===== config.mk =====
export PLATFORM = sky130hd
export DESIGN_NAME = cat_core
export DESIGN_NICKNAME = d
export VERILOG_FILES = /design/src/logic/cat_core.v /design/src/logic/cat_sync.v
export VERILOG_INCLUDE_DIRS = /design/src /design/src/include
export SDC_FILE = /design/constraint.sdc
export NUM_CORES = 1
export LEC_CHECK = 0
export BUFFER_PORTS_ARGS = -buffer_cell sky130_fd_sc_hd__buf_2
export CORE_MARGIN = 3
export CORE_UTILIZATION = 30
export CTS_CLUSTER_DIAMETER = 150
export CTS_CLUSTER_SIZE = 24
export DETAILED_ROUTE_END_ITERATION = 8
export SYNTH_ARGS = -nofsm -noshare
export SYNTH_HDL_FRONTEND = slang
export SYNTH_SLANG_ARGS = --single-unit

===== constraint.sdc =====
create_clock -name CLK -period 8.5 [get_ports CLK]
set_clock_uncertainty 0.05 [all_clocks]
set_input_delay 1.7 -clock CLK [delete_from_list [all_inputs] [get_ports CLK]]
set_output_delay 1.7 -clock CLK [all_outputs]
set_load 0.02 [all_outputs]

===== src/include/cat_consts.vh =====
// constants for the charge accounting and threshold core
// Function
// - compare cell voltage against two fixed empty levels, final one at 0.95V.
// - below-threshold flags latch, ignoring later voltage, until next valid charge.
// - suspend empty monitoring at sense <= -250mV; resume half second after rising.
// - empty output goes high impedance below final level, latched until valid charge.
// - battery present above 0.1V; reset on rise from 0.25V or fall from 2.25V.
// - serial register-reset command also resets the device.
// - temperature quantized in 10C steps from -30C to +80C for compensation.
// - temperature step in upper hex digit: 0 below -30C, C above 80C.
// - charge/discharge get temperature and rate compensation; self-discharge temperature only.
// - charge increments available count; discharge and self-discharge decrement it, raise discharge count.
// - discharge count becomes learned capacity only after full-to-empty without partial charge.
// - learned capacity loads programmed full count on initialization.
// - learned capacity update needs qualified discharge from full to below first level.
// - before learning, available count rises only up to programmed full count.
// - relative display uses learned capacity as 100% reference.
// - absolute display uses programmed full count as 100% reference.
// - full count and rate scale derive from first four three-level pins.
// - valid charge is sustained charge beyond 256 counts; it clears empty latches.
// - available count stops incrementing once equal to learned capacity.
`ifndef CAT_CONSTS_VH
`define CAT_CONSTS_VH
`define CAT_CLK_MHZ        250
`define CAT_RESUME_MS      500
`define CAT_RESUME_CYC     (`CAT_RESUME_MS * 1000 * `CAT_CLK_MHZ)
`define CAT_VALID_CHG_CNT  16'h0100
`define CAT_CNT_MAX        16'hFFFF
`define CAT_PIN_H          2'h2
`define CAT_PIN_Z          2'h1
`define CAT_PIN_L          2'h0
`define CAT_TSTEP_MAX      4'hC
`define CAT_TEMP_LSB       4
`define CAT_PFC_HH         16'hC000
`define CAT_PFC_HZ         16'hB000
`define CAT_PFC_HL         16'hA000
`define CAT_PFC_ZH         16'h9000
`define CAT_PFC_ZZ         16'h8400
`define CAT_PFC_ZL         16'h7800
`define CAT_PFC_LH         16'h6C00
`define CAT_PFC_LZ         16'h6400
`define CAT_PFC_LL         16'h5800
`endif


===== src/logic/cat_core.v =====
// charge accounting, empty thresholds, reset detection and temperature step
`timescale 1ns/1ps
`include "cat_consts.vh"
module cat_core #(
  parameter RESUME_CYC = `CAT_RESUME_CYC,
  parameter CNT_W      = 16
) (
  // clock and reset
  input  wire             CLK,
  input  wire             SYS_RST,
  // analog comparator results, asynchronous
  input  wire             CMP_BELOW_FINAL,
  input  wire             CMP_BELOW_FIRST,
  input  wire             CMP_ABOVE_MAX,
  input  wire             CMP_ABOVE_PRESENT,
  input  wire             CMP_ABOVE_RESTART,
  input  wire             CMP_SENSE_SUPPRESS,
  // serial register-reset command, same clock
  input  wire             REG_RESET_CMD,
  // compensated count pulses, same clock
  input  wire             CHG_TICK,
  input  wire             DSG_TICK,
  input  wire             SELF_DSG_TICK,
  input  wire             CHG_ACTIVE,
  // programming pins, 2-bit level codes, sampled on the first clock after reset
  input  wire [1:0]       PROG1,
  input  wire [1:0]       PROG2,
  input  wire [1:0]       PROG3,
  input  wire [1:0]       PROG4,
  input  wire             DISPLAY_ABSOLUTE,
  // temperature from sensor, signed whole degrees
  input  wire signed [7:0] TEMP_DEG,
  // status and results
  output reg              EMPTY_OE,
  output reg              FINAL_EMPTY_FLAG,
  output reg              FIRST_LOW_FLAG,
  output reg              BATTERY_PRESENT,
  output reg              DEVICE_RESET,
  output reg  [7:0]       TEMPERATURE_STEP,
  output reg  [CNT_W-1:0] AVAILABLE_CHARGE,
  output reg  [CNT_W-1:0] DISCHARGE_COUNT,
  output reg  [CNT_W-1:0] LEARNED_CAPACITY,
  output reg  [CNT_W-1:0] PROGRAMMED_FULL,
  output reg  [2:0]       RATE_SCALE,
  output reg  [CNT_W-1:0] FULL_REFERENCE,
  output reg              VALID_CHARGE
);
  // synchronized comparator levels
  wire below_final;
  wire below_first;
  wire above_max;
  wire above_present;
  wire above_restart;
  wire sense_suppress;

  cat_sync u_s0 (.CLK(CLK), .SYS_RST(SYS_RST), .d_in(CMP_BELOW_FINAL),    .q_out(below_final));
  cat_sync u_s1 (.CLK(CLK), .SYS_RST(SYS_RST), .d_in(CMP_BELOW_FIRST),    .q_out(below_first));
  cat_sync u_s2 (.CLK(CLK), .SYS_RST(SYS_RST), .d_in(CMP_ABOVE_MAX),      .q_out(above_max));
  cat_sync u_s3 (.CLK(CLK), .SYS_RST(SYS_RST), .d_in(CMP_ABOVE_PRESENT),  .q_out(above_present));
  cat_sync u_s4 (.CLK(CLK), .SYS_RST(SYS_RST), .d_in(CMP_ABOVE_RESTART),  .q_out(above_restart));
  cat_sync u_s5 (.CLK(CLK), .SYS_RST(SYS_RST), .d_in(CMP_SENSE_SUPPRESS), .q_out(sense_suppress));

  // previous samples for crossing detection
  reg        above_max_q;
  reg        above_restart_q;
  reg        prev_valid_q;
  reg [31:0] resume_cnt_q;
  reg        mon_en_q;
  reg [CNT_W-1:0] chg_run_q;
  reg        learned_q;
  reg        qual_q;
  reg        init_q;

  wire rise_restart = prev_valid_q & above_restart & ~above_restart_q;
  wire fall_max     = prev_valid_q & above_max_q & ~above_max;
  wire dev_rst      = rise_restart | fall_max | REG_RESET_CMD;

  always @(posedge CLK) begin
    if (SYS_RST) begin
      above_max_q     <= 1'b0;
      above_restart_q <= 1'b0;
      prev_valid_q    <= 1'b0;
      DEVICE_RESET    <= 1'b0;
      BATTERY_PRESENT <= 1'b0;
    end else begin
      above_max_q     <= above_max;
      above_restart_q <= above_restart;
      prev_valid_q    <= 1'b1;
      DEVICE_RESET    <= dev_rst;
      BATTERY_PRESENT <= above_present;
    end
  end

  // end-of-discharge monitor gate with half-second resume
  always @(posedge CLK) begin
    if (SYS_RST) begin
      resume_cnt_q <= 32'h0;
      mon_en_q     <= 1'b1;
    end else if (sense_suppress) begin
      resume_cnt_q <= 32'h0;
      mon_en_q     <= 1'b0;
    end else if (!mon_en_q) begin
      if (resume_cnt_q >= RESUME_CYC - 1)
        mon_en_q <= 1'b1;
      else
        resume_cnt_q <= resume_cnt_q + 32'h1;
    end
  end

  // valid charge detection: sustained activity over 256 counts
  always @(posedge CLK) begin
    if (SYS_RST || dev_rst) begin
      chg_run_q    <= {CNT_W{1'b0}};
      VALID_CHARGE <= 1'b0;
    end else if (!CHG_ACTIVE) begin
      chg_run_q    <= {CNT_W{1'b0}};
      VALID_CHARGE <= 1'b0;
    end else if (CHG_TICK && !VALID_CHARGE) begin
      chg_run_q <= chg_run_q + {{(CNT_W-1){1'b0}}, 1'b1};
      if (chg_run_q >= `CAT_VALID_CHG_CNT)
        VALID_CHARGE <= 1'b1;
    end
  end

  wire valid_start = CHG_TICK & CHG_ACTIVE & ~VALID_CHARGE &
                     (chg_run_q >= `CAT_VALID_CHG_CNT);

  // latched empty flags; set wins over clear in the same cycle
  always @(posedge CLK) begin
    if (SYS_RST || dev_rst) begin
      FINAL_EMPTY_FLAG <= 1'b0;
      FIRST_LOW_FLAG   <= 1'b0;
      EMPTY_OE         <= 1'b1;
    end else begin
      if (mon_en_q && below_final) begin
        FINAL_EMPTY_FLAG <= 1'b1;
        EMPTY_OE         <= 1'b0;
      end else if (valid_start) begin
        FINAL_EMPTY_FLAG <= 1'b0;
        EMPTY_OE         <= 1'b1;
      end
      if (mon_en_q && below_first)
        FIRST_LOW_FLAG <= 1'b1;
      else if (valid_start)
        FIRST_LOW_FLAG <= 1'b0;
    end
  end

  // programmed full count and rate scale from pins
  reg [CNT_W-1:0] pfc_d;
  reg [2:0]       scale_d;
  always @* begin
    case ({PROG1, PROG2})
      {`CAT_PIN_H, `CAT_PIN_H}: pfc_d = `CAT_PFC_HH;
      {`CAT_PIN_H, `CAT_PIN_Z}: pfc_d = `CAT_PFC_HZ;
      {`CAT_PIN_H, `CAT_PIN_L}: pfc_d = `CAT_PFC_HL;
      {`CAT_PIN_Z, `CAT_PIN_H}: pfc_d = `CAT_PFC_ZH;
      {`CAT_PIN_Z, `CAT_PIN_Z}: pfc_d = `CAT_PFC_ZZ;
      {`CAT_PIN_Z, `CAT_PIN_L}: pfc_d = `CAT_PFC_ZL;
      {`CAT_PIN_L, `CAT_PIN_H}: pfc_d = `CAT_PFC_LH;
      {`CAT_PIN_L, `CAT_PIN_Z}: pfc_d = `CAT_PFC_LZ;
      default:                  pfc_d = `CAT_PFC_LL;
    endcase
    // scale index 0..5 means 1/80 .. 1/2560
    case (PROG3)
      `CAT_PIN_H: scale_d = 3'h0;
      `CAT_PIN_Z: scale_d = 3'h1;
      default:    scale_d = 3'h2;
    endcase
    if (PROG4 == `CAT_PIN_Z)
      scale_d = scale_d + 3'h3;
  end

  // counters; pins are caught on the first clock after reset
  wire at_cap   = (AVAILABLE_CHARGE == LEARNED_CAPACITY);
  // a learned value may sit below the present count, so equality alone never stops it
  wire at_limit = learned_q ? (AVAILABLE_CHARGE >= LEARNED_CAPACITY) :
                              (AVAILABLE_CHARGE >= PROGRAMMED_FULL);
  wire dec_tick = DSG_TICK | SELF_DSG_TICK;  // compensation done upstream
  wire dcr_inc  = ~FIRST_LOW_FLAG & (DSG_TICK | (SELF_DSG_TICK & |AVAILABLE_CHARGE));

  always @(posedge CLK) begin
    if (SYS_RST || dev_rst) begin
      init_q           <= 1'b1;
      learned_q        <= 1'b0;
      qual_q           <= 1'b0;
      AVAILABLE_CHARGE <= {CNT_W{1'b0}};
      DISCHARGE_COUNT  <= {CNT_W{1'b0}};
      LEARNED_CAPACITY <= {CNT_W{1'b0}};
      PROGRAMMED_FULL  <= {CNT_W{1'b0}};
      RATE_SCALE       <= 3'h0;
    end else if (init_q) begin
      init_q           <= 1'b0;
      PROGRAMMED_FULL  <= pfc_d;
      RATE_SCALE       <= scale_d;
      LEARNED_CAPACITY <= pfc_d;
    end else begin
      if (CHG_TICK && !at_cap && !at_limit)
        AVAILABLE_CHARGE <= AVAILABLE_CHARGE + {{(CNT_W-1){1'b0}}, 1'b1};
      else if (dec_tick && |AVAILABLE_CHARGE)
        AVAILABLE_CHARGE <= AVAILABLE_CHARGE - {{(CNT_W-1){1'b0}}, 1'b1};
      if (at_cap) begin
        DISCHARGE_COUNT <= {CNT_W{1'b0}};
        qual_q          <= 1'b1;   // full reached, discharge may qualify
      end else if (dcr_inc && DISCHARGE_COUNT != `CAT_CNT_MAX)
        DISCHARGE_COUNT <= DISCHARGE_COUNT + {{(CNT_W-1){1'b0}}, 1'b1};
      if (valid_start && !FIRST_LOW_FLAG)
        qual_q <= 1'b0;            // partial charge disqualifies
      if (valid_start && FIRST_LOW_FLAG && qual_q) begin
        LEARNED_CAPACITY <= DISCHARGE_COUNT;
        learned_q        <= 1'b1;
        qual_q           <= 1'b0;
      end
    end
  end

  // display full reference
  always @(posedge CLK) begin
    if (SYS_RST)
      FULL_REFERENCE <= {CNT_W{1'b0}};
    else if (DISPLAY_ABSOLUTE)
      FULL_REFERENCE <= PROGRAMMED_FULL;
    else
      FULL_REFERENCE <= LEARNED_CAPACITY;
  end

  // temperature step: upper digit 0..C, bands of 10 degrees from -30
  reg [3:0] step_d;
  reg [7:0] band_d;
  always @* begin
    // signed math keeps the band index in 0..10 inside the used range
    band_d = (TEMP_DEG + 8'sd30) / 8'sd10;
    if (TEMP_DEG < -8'sd30)
      step_d = 4'h0;
    else if (TEMP_DEG >= 8'sd80)
      step_d = `CAT_TSTEP_MAX;
    else
      step_d = 4'h1 + band_d[3:0];
  end

  always @(posedge CLK) begin
    if (SYS_RST)
      TEMPERATURE_STEP <= 8'h00;
    else
      TEMPERATURE_STEP <= {step_d, 4'h0};
  end
endmodule


===== src/logic/cat_sync.v =====
// three-stage input synchronizer with agreement filter
`timescale 1ns/1ps
module cat_sync (
  // clock and reset
  input  wire CLK,
  input  wire SYS_RST,
  // raw and filtered level
  input  wire d_in,
  output reg  q_out
);
  reg s1_q;
  reg s2_q;
  reg s3_q;

  always @(posedge CLK) begin
    if (SYS_RST) begin
      s1_q  <= 1'b0;
      s2_q  <= 1'b0;
      s3_q  <= 1'b0;
      q_out <= 1'b0;
    end else begin
      s1_q <= d_in;
      s2_q <= s1_q;
      s3_q <= s2_q;
      // change accepted only when stages two and three agree
      if (s2_q == s3_q)
        q_out <= s3_q;
    end
  end
endmodule


==> Word-level counts from Yosys, hierarchy flattened <==
Memory sizes are Yosys's and may differ from the RTL's.
Cells that the tools add are included.
{ "classes": {"n_addsub": 8, "eq_ne": 11, "div": 1, "reduce_logical": 32, "bitwise_logic": 21, "n_mux": 24, "order_cmp": 6} }
{ "op_table": {"columns": ["cell", "count"], "rows": [
  ["two-way mux 16 bit", 7],
  ["adder 16 x 1 -> 16 bit, second input constant", 3],
  ["adder 32 x 1 -> 32 bit, second input constant", 1],
  ["greater-or-equal comparator 16 bit", 2],
  ["greater-or-equal comparator 32 x 27 -> 1 bit, second input constant", 1],
  ["equality test 16 bit", 1],
  ["greater-or-equal comparator 16 x 9 -> 1 bit, second input constant", 1],
  ["inequality test 16 bit, second input constant", 1],
  ["OR reduction 16 bit", 1],
  ["subtractor 16 x 1 -> 16 bit, second input constant", 1],
  ["two-way mux 1 bit", 14],
  ["AND reduction 2 bit", 6],
  ["logical AND 1 bit", 10],
  ["nonzero test 2 bit", 5],
  ["bitwise AND 1 bit", 9],
  ["adder 8 x 6 -> 8 bit, second input constant", 1],
  ["divider 8 x 5 -> 8 bit, second input constant", 1],
  ["greater-or-equal comparator 8 bit, second input constant", 1],
  ["less-than comparator 8 x 6 -> 1 bit, second input constant", 1],
  ["NOT 1 bit", 8],
  ["equality test 1 bit", 6],
  ["OR reduction 2 bit", 3],
  ["adder 1 x 4 -> 4 bit, first input constant", 1],
  ["equality test 2 x 1 -> 1 bit, second input constant", 2],
  ["other kinds (10)", 16]
]} }
{ "totals": {"mem_bits_ro": 96, "regBits": 176, "word_cells": 152, "input_bits": 30, "memories": 1} }
{ "mem_list": {"columns": ["memory", "words", "width", "rd", "rd_ports_with_merged_regs", "wr", "line_no", "text"], "rows": [
  ["(name not given)", 16, 6, 1, 0, 0, "cat_core.v:153", "case ({PROG1, PROG2})"]
]} }

==> Depth between registers and ports, before layout <==
Gate-level depths: netlist of the first run.
{ "depth": {"depth_word": 7, "ltp_mapped": 29} }

==> Hierarchy <==
Synthesis of the first run repeated with hierarchy kept, for this count alone.
{ "hier_totals": {"hier_cells": 968, "hier_area_um2": 8564.5} }
{ "by_module_without_submodules": {"columns": ["module", "area_per_inst_um2", "instances", "cells_per_inst"], "rows": [
  ["cat_core", 7888.8, 1, 908],
  ["cat_sync", 112.6, 6, 10]
]} }

==> Worst setup path after synthesis of the first run <==
Ideal clock, no wire load.
{ "synth_path": {"path_type": "input port to flip-flop", "startpoint": "input port TEMP_DEG[1]", "endpoint": "register TEMPERATURE_STEP[6]", "setup_ns": 0.139, "path_stages": 28, "path_slack_ns": 1.482, "arrival_ns": 6.829, "cell_sequence": "inv_1 -> ha_1 -> or3b_1 -> a311oi_2 -> a211oi_4 -> xor2_1 -> ha_1 -> nand3b_1 -> a2bb2o_4 -> a2bb2oi_4 -> o21ai_0 -> a22oi_2 -> xnor2_1 -> ha_1 -> and2_1 -> or2_1 -> o2111ai_1 -> nand3_1 -> a221oi_2 -> a41oi_2 -> inv_1 -> ha_1 -> nand2_1 -> o21ai_0 -> ha_1 -> xnor2_1 -> xnor2_1 -> a21boi_0"} }
{ "synth_via": {"elab_chain_cells": 4, "elab_cells_between_ends": 7, "classes_between": "add/sub (2); div (1); order compare (2); mux (1); reduce/logical (1)"} }
{ "synth_lines": {"columns": ["item", "line_no", "text"], "rows": [
  ["start: declaration", "cat_core.v:32", "input wire signed [7:0] TEMP_DEG,"],
  ["adder 8 x 6 -> 8 bit", "cat_core.v:232", "band_d = (TEMP_DEG + 8'sd30) / 8'sd10;"],
  ["divider 8 x 5 -> 8 bit", "cat_core.v:232", null],
  ["adder 1 x 4 -> 4 bit", "cat_core.v:238", "step_d = 4'h1 + band_d[3:0];"],
  ["two-way mux 4 bit", "cat_core.v:235", "else if (TEMP_DEG >= 8'sd80)"],
  ["end signal: assignment", "cat_core.v:245", "TEMPERATURE_STEP <= {step_d, 4'h0};"],
  ["end: declaration", "cat_core.v:39", "output reg [7:0] TEMPERATURE_STEP,"]
]} }
Several ways; a longest one is shown, not always the timed one.
A chain may end at the register's enable or synchronous reset.

==> Worst setup path in the final report of the first run <==
Same ends and word-level chain as after synthesis.

==> impl_metrics.yaml, run 1 <==
status:
  status: "finished clean"
routing:
  via_per_inst: 4.88
  drcViolationCount: 0
  dr.pass1.iters: 5
  vias: 7112
  drtAntennaViolNets: 0
  wirelength_microns: 21300
  dr.first_iter.drc_count: 402
  wl_per_cell_microns: 14.6
cts:
  tritoncts: "built"
  cts.sinks: 162
  postCtsSetupBuffers: 0
  insertion_delay_ns: 0.43
  post_cts_resized: 0
  hold_buffers: 0
  clk_pin_slew_ns: 0.06
  h-tree-depth: 4
  cts-buffers-inserted: 17
  ctsLongestPathBuffers: 2
  cts-root-buf: "clkbuf_16"
place:
  placed_cells: 1427
  place_hpwl_microns: 15600
  post_dp_cell_area_sq_um: 9430
  routabilityCongestion: 0.820
  io_buffers: 112
  dp_worst_setup_slack_ns: 0.678
layout:
  layoutNonFillerInstCount: 1458
  fin_nets: 1154
  antenna_cells: 0
  fin_util_pct: 35.7
  areaGrowthSynthToFinish_pct: 16.5
  n_fill_cell: 2943
  fin_area_sq_um: 10000
  drive_gt1_share_pct: 17.3
yosys:
  synthArstFlopShare_pct: 0
  ys_ff_latch: 162
  synth-edff-count: 0
  synth_top_cell_area_share_pct: 37.7
  yosys_warnings: 0
  synth_seq_area_share_pct: 37.7
  yosysUniqueCellTypes: 87
  synthTopCellsByArea: "dfxtp_1 38%, ha_1 8.0%, nor2_1 5.2%"
  synth.avg_cell_area_sq_um: 8.89
  syn-cell-area_sq_um: 8590
  ys.flop_type: "dfxtp_1"
  synth_top_cell_by_area: "dfxtp_1"
  netlist_instances: 967
die:
  start_util_pct: 30.7
  pin_count: 127
  rows: 61
  die_w_microns: 175
  die_area_sq_um: 30700
  fp.coreArea_sq_um: 28000
  die_h_microns: 175
timing:
  finalCriticalPeriod_ns: 7.43
  setup_ws_ns: 1.07
  drv_slew: 0
  tns_ns: 0
  fmax_mhz: 135
  rsz0062_at_grt: "false"
  hold_viol: 0
  relSlewSlack_pct: 21.1
  worstMarginPinSlew_ns: 1.17
  fin_crit_sh_pct: 87.5
  setup_viol: 0
job:
  cap_viol_max_count: 0
global_routing:
  grt_usage_pct: 13.8
  grt_overflow_total: 0
  grt_max_degree: 49
  grt_pass1_wl_microns: 34600
  antenna_found_initial: 2
  grt_pass1_vias: 6597
pwr:
  power_frac_clock_pct: 35.4
  power.leakage_nw: 4.12
  irDropWorstVdd_v: 0.000136
  power_density_nw_per_um2: 212
  p_sw_mw: 0.670
  switching_share_pct: 31.6
  intPower_mw: 1.45
  seqPwrFrac_pct: 38.0
  combPwrFrac_pct: 26.6
setup_path:
  crit_path_end_kind: "register"
  worst_path_most_repeated_cell: "ha_1"
  worstPathRequired_ns: 8.74
  max_stage_delay_ns: 0.54
  crit_type: "primary input to register"
  arrival_ns: 7.67
  critPathMaxFanout: 10
  critical_path.slowest_cell: "xnor2_1"
  start_kind: "primary input"
worst_hold_path:
  min_path_type: "register to register"
## layout by cell type (no fill, tap or decap), drive strengths merged, types with 6 or more instances in the layout
| cell | Yosys | layout |
|---|---|---|
| a211oi | 8 | 8 |
| a21o | 7 | 7 |
| a21oi | 52 | 52 |
| a22oi | 20 | 20 |
| and2 | 17 | 17 |
| and3 | 18 | 18 |
| buf | 18 | 116 |
| clkbuf | 29 | 21 |
| clkinv | 0 | 6 |
| conb | 1 | 14 |
| dfxtp | 162 | 162 |
| ha | 55 | 55 |
| inv | 54 | 55 |
| mux2i | 25 | 25 |
| nand2 | 58 | 58 |
| nand3 | 26 | 26 |
| nand4 | 10 | 10 |
| nor2 | 119 | 119 |
| nor2b | 26 | 26 |
| nor3 | 18 | 18 |
| nor4 | 7 | 7 |
| o2111ai | 12 | 12 |
| o211ai | 16 | 16 |
| o21a | 6 | 6 |
| o21ai | 37 | 37 |
| or3 | 13 | 13 |
| or4 | 6 | 6 |
| xnor2 | 31 | 31 |
| xor2 | 40 | 40 |
## power groups by stage
stage / Combinational (mW) / Sequential (mW) / Clock, mW
after floorplan: 0.430 / 0.834 / 0
after global placement: 0.553 / 0.822 / 0
after detailed placement: 0.561 / 0.821 / 0
after CTS: 0.565 / 0.805 / 0.774
after global routing: 0.629 / 0.808 / 0.806
final: 0.564 / 0.805 / 0.751
## cell type report
| cell class | count | area, sq um | share of cell area, % |
|---|---|---|---|
| clock buffers | 21 | 470 | 4.70 |
| flip-flops and latches | 162 | 3240 | 32.4 |
| inverters | 54 | 203 | 2.03 |
| well taps | 378 | 473 | 4.73 |
| repair buffers | 116 | 591 | 5.90 |
| clock inverters | 10 | 103 | 1.03 |
| multi-input cells | 717 | 4920 | 49.2 |
## registers in the layout, summed over array words and instances (netlist names), 3 cells and up
name	cells
RATE_SCALE	3
chg_run_q	16
LEARNED_CAPACITY	16
PROGRAMMED_FULL	6
AVAILABLE_CHARGE	16
DISCHARGE_COUNT	16
FULL_REFERENCE	16
resume_cnt_q	32
TEMPERATURE_STEP	4
## Yosys cell counts (25+ instances only)
| cell | instances |
|---|---|
| xor2_1 | 39 |
| nand2_1 | 58 |
| inv_1 | 53 |
| xnor2_1 | 31 |
| a21oi_1 | 49 |
| o21ai_0 | 34 |
| nand3_1 | 26 |
| clkbuf_1 | 25 |
| mux2i_1 | 25 |
| nor2_1 | 118 |
| dfxtp_1 | 162 |
| nor2b_1 | 26 |
| ha_1 | 55 |
## path summary, 6_finish.rpt
| kind | from | to | slack (ns) | depth (start not counted) |
|---|---|---|---|---|
| max | TEMP_DEG[1] | TEMPERATURE_STEP[6]$_SDFF_PP0_ | 1.07 | 29 |
| min | u_s2.s1_q$_SDFF_PP0_ | u_s2.s2_q$_SDFF_PP0_ | 0.39 | 1 |
| max reg2reg | AVAILABLE_CHARGE[4]$_SDFFE_PP0P_ | AVAILABLE_CHARGE[15]$_SDFFE_PP0P_ | 3.31 | 19 |
| min reg2reg | u_s2.s1_q$_SDFF_PP0_ | u_s2.s2_q$_SDFF_PP0_ | 0.39 | 1 |
## metrics by stage
stage                     power (mW)  hold slack, ns
after detailed placement        1.38           0.379
final                           2.12           0.389
after global placement          1.38           0.368
after CTS                       2.14           0.395
after floorplan                 1.26           0.364
after global routing            2.24           0.405
## worst max-delay path, delay by kind of cell
family / cells / cell delay (ns)
compound gates: 10 / 1.92
fa+ha+maj: 5 / 1.27
simple gates: 6 / 1.18
xor+xnor: 5 / 1.17
buf+inv: 3 / 0.42
## routing by layer
| layer | part of all wire (%) | vias up | GRT usage [%] |
|---|---|---|---|
| met3 | 6.2 | 24 | 4.30 |
| li1 | - | 3587 | - |
| met5 | 0.11 | - | 0 |
| met4 | 1.2 | 4 | 3.36 |
| met2 | 43 | 144 | 21.0 |
| met1 | 49 | 3353 | 19.1 |
## cells by family (layout without fill, tap and decap cells)
kind of cell	after synthesis	after routing	share of synthesized area, %
multiplexers	25	25	2.91
AO/OA/AOI/OAI	205	205	17.6
AND/OR/NAND/NOR	344	344	20.2
other	1	14	0.0436
XOR/XNOR	71	71	7.46
buffers and inverters	101	201	5.58
flip-flops	162	162	37.7
adder cells (fa/ha/maj)	58	58	8.48
Power figures use the tool's default switching activity.
==> run 2: changes to the inputs <==
--- a/config.mk
+++ b/config.mk
@@ -7,8 +7,8 @@
 export NUM_CORES = 1
 export LEC_CHECK = 0
 export BUFFER_PORTS_ARGS = -buffer_cell sky130_fd_sc_hd__buf_2
-export CORE_MARGIN = 3
-export CORE_UTILIZATION = 30
+export CORE_MARGIN = 5
+export CORE_UTILIZATION = 43
 export CTS_CLUSTER_DIAMETER = 150
 export CTS_CLUSTER_SIZE = 24
 export DETAILED_ROUTE_END_ITERATION = 8
==> run 2 against run 1 <==
Effect of this change:
- critical path depth did not move
- first-iteration DRC count rose by 9.2%
- global-route usage rose by 4.3 points
- total power fell by 1.0%
- worst setup slack improved by 0.013 ns
- register-to-register slack improved by 0.11 ns
- count of clock-buffer cells in the layout did not move
- critical path type unchanged
- cell count fell by 7.6%
- critical endpoint unchanged
==> impl_metrics.yaml, run 2 (same netlist as run 1, synthesis figures left out) <==
routing:
  dr.pass1.iters: 5
  via_per_inst: 5.22
  dr.first_iter.drc_count: 439
  vias: 7038
  wirelength_microns: 20300
  wl_per_cell_microns: 15.1
  drcViolationCount: 0
  drtAntennaViolNets: 0
cts:
  cts.sinks: 162
  hold_buffers: 0
  postCtsSetupBuffers: 0
  tritoncts: "built"
  insertion_delay_ns: 0.42
  cts-root-buf: "clkbuf_16"
  ctsLongestPathBuffers: 2
  h-tree-depth: 4
  clk_pin_slew_ns: 0.06
  post_cts_resized: 0
  cts-buffers-inserted: 17
place:
  routabilityCongestion: 0.877
  dp_worst_setup_slack_ns: 0.712
  post_dp_cell_area_sq_um: 9300
  io_buffers: 112
  placed_cells: 1315
  place_hpwl_microns: 14800
layout:
  fin_nets: 1155
  seqCellArea_sq_um: 3240
  areaGrowthSynthToFinish_pct: 14.8
  multiInputGateArea_sq_um: 4920
  antenna_cells: 0
  top_register: "resume_cnt_q"
  largest_reg_flops: 32
  mostFrequentLayoutCells: "162 x dfxtp_1, 118 x nor2_1, 112 x buf_2"
  layout_commonest_cell: "dfxtp_1"
  n_fill_cell: 1923
  fin_area_sq_um: 9860
  drive_gt1_share_pct: 17.4
  layoutNonFillerInstCount: 1347
timing:
  worstMarginPinSlew_ns: 1.17
  setup_ws_ns: 1.08
  finalCriticalPeriod_ns: 7.42
  relSlewSlack_pct: 21.5
  setup_viol: 0
  tns_ns: 0
  hold_viol: 0
  fmax_mhz: 135
  drv_slew: 0
  fin_crit_sh_pct: 87.3
  rsz0062_at_grt: "false"
setup_path:
  cp-startpoint: "TEMP_DEG[1]"
  crit_type: "primary input to register"
  r2r_slack_ns: 3.42
  critical_path.slowest_cell: "o211a_1"
  crit_path_end_kind: "register"
  r2r-end: "AVAILABLE_CHARGE[15]$_SDFFE_PP0P_"
  max_stage_delay_ns: 0.43
  critPathMaxFanout: 10
  r2r-start: "AVAILABLE_CHARGE[0]$_SDFFE_PP0P_"
  reg2regPathDepth: 19
  start_kind: "primary input"
  worst_path_most_repeated_cell: "ha_1"
  arrival_ns: 7.65
  worstPathRequired_ns: 8.73
  cp-endpoint: "TEMPERATURE_STEP[6]$_SDFF_PP0_"
pwr:
  irDropWorstVdd_v: 0.000133
  power_density_nw_per_um2: 213
  power.leakage_nw: 4.12
job:
  cap_viol_max_count: 0
global_routing:
  grt_pass1_vias: 6584
  grt_pass1_wl_microns: 33600
  antenna_found_initial: 0
  grt_overflow_total: 0
  grt_max_degree: 49
  grt_usage_pct: 18.1
die:
  rows: 51
  pin_count: 127
  die_w_microns: 151
  die_h_microns: 151
  fp.coreArea_sq_um: 19600
  start_util_pct: 43.9
  die_area_sq_um: 22900
worst_hold_path:
  min_path_type: "register to register"
status:
  status: "finished clean"
## run 2: cell count changes in the layout (fill, tap and decap cells not counted)
cell	delta
buf_4	+1
clkbuf_1	+1
clkbuf_8	-1
clkinv_2	+2
clkinv_4	-3
clkinvlp_4	+1
inv_6	+1
## run 2: cell type report
type                       count  area share, %
tap                          265           3.36
clock inverter                11           1.04
timing repair buffer         117           6.06
sequential                   162           32.9
multi-input combinational    717           49.9
inverter                      54           2.06
clock buffer                  21           4.67
## run 2: per-stage QoR
step / hold WS (ns) / power (mW) / utilization (%)
3_3_place_gp: 0.368 / 1.37 / 47.5
6_report: 0.387 / 2.10 / 50.3
5_1_grt: 0.403 / 2.22 / 50.3
2_1_floorplan: 0.364 / 1.26 / -
3_5_place_dp: 0.376 / 1.37 / 47.5
4_1_cts: 0.389 / 2.12 / 50.3
## run 2: worst min-delay path by stage
stage	cells past startpoint	end	startpoint	slack (ns)
after floorplan	1	u_s0.s2_q$_SDFF_PP0_	u_s0.s1_q$_SDFF_PP0_	0.36
after global placement	1	u_s3.s2_q$_SDFF_PP0_	u_s3.s1_q$_SDFF_PP0_	0.37
after detailed placement	1	u_s3.s2_q$_SDFF_PP0_	u_s3.s1_q$_SDFF_PP0_	0.38
after CTS	1	u_s3.s2_q$_SDFF_PP0_	u_s3.s1_q$_SDFF_PP0_	0.39
after global routing	1	u_s2.s2_q$_SDFF_PP0_	u_s2.s1_q$_SDFF_PP0_	0.40
final	1	u_s2.s2_q$_SDFF_PP0_	u_s2.s1_q$_SDFF_PP0_	0.39
## run 2: layer usage
layer / up-vias / GRT usage (%) / share of wire, %
li1: 3583 / - / -
met1: 3281 / 25.7 / 50
met2: 151 / 27.9 / 44
met3: 23 / 3.11 / 4.1
met4: 0 / 5.80 / 1.8
met5: - / 0 / 0
## run 2: worst max-delay path, delay by kind of cell
family	cells	cell delay [ns]
AOI/OAI and AO/OA	11	2.66
xor gates and xnor gates	4	0.65
adders and majority gates	5	1.22
buffers and inverters	3	0.41
and+or+nand+nor	6	1.02
## run 2: where the power goes
part	internal [mW]	switching (mW)	leakage (nW)
Sequential	0.781	0.0240	1.31
Combinational	0.241	0.315	2.54
Clock	0.420	0.316	0.270
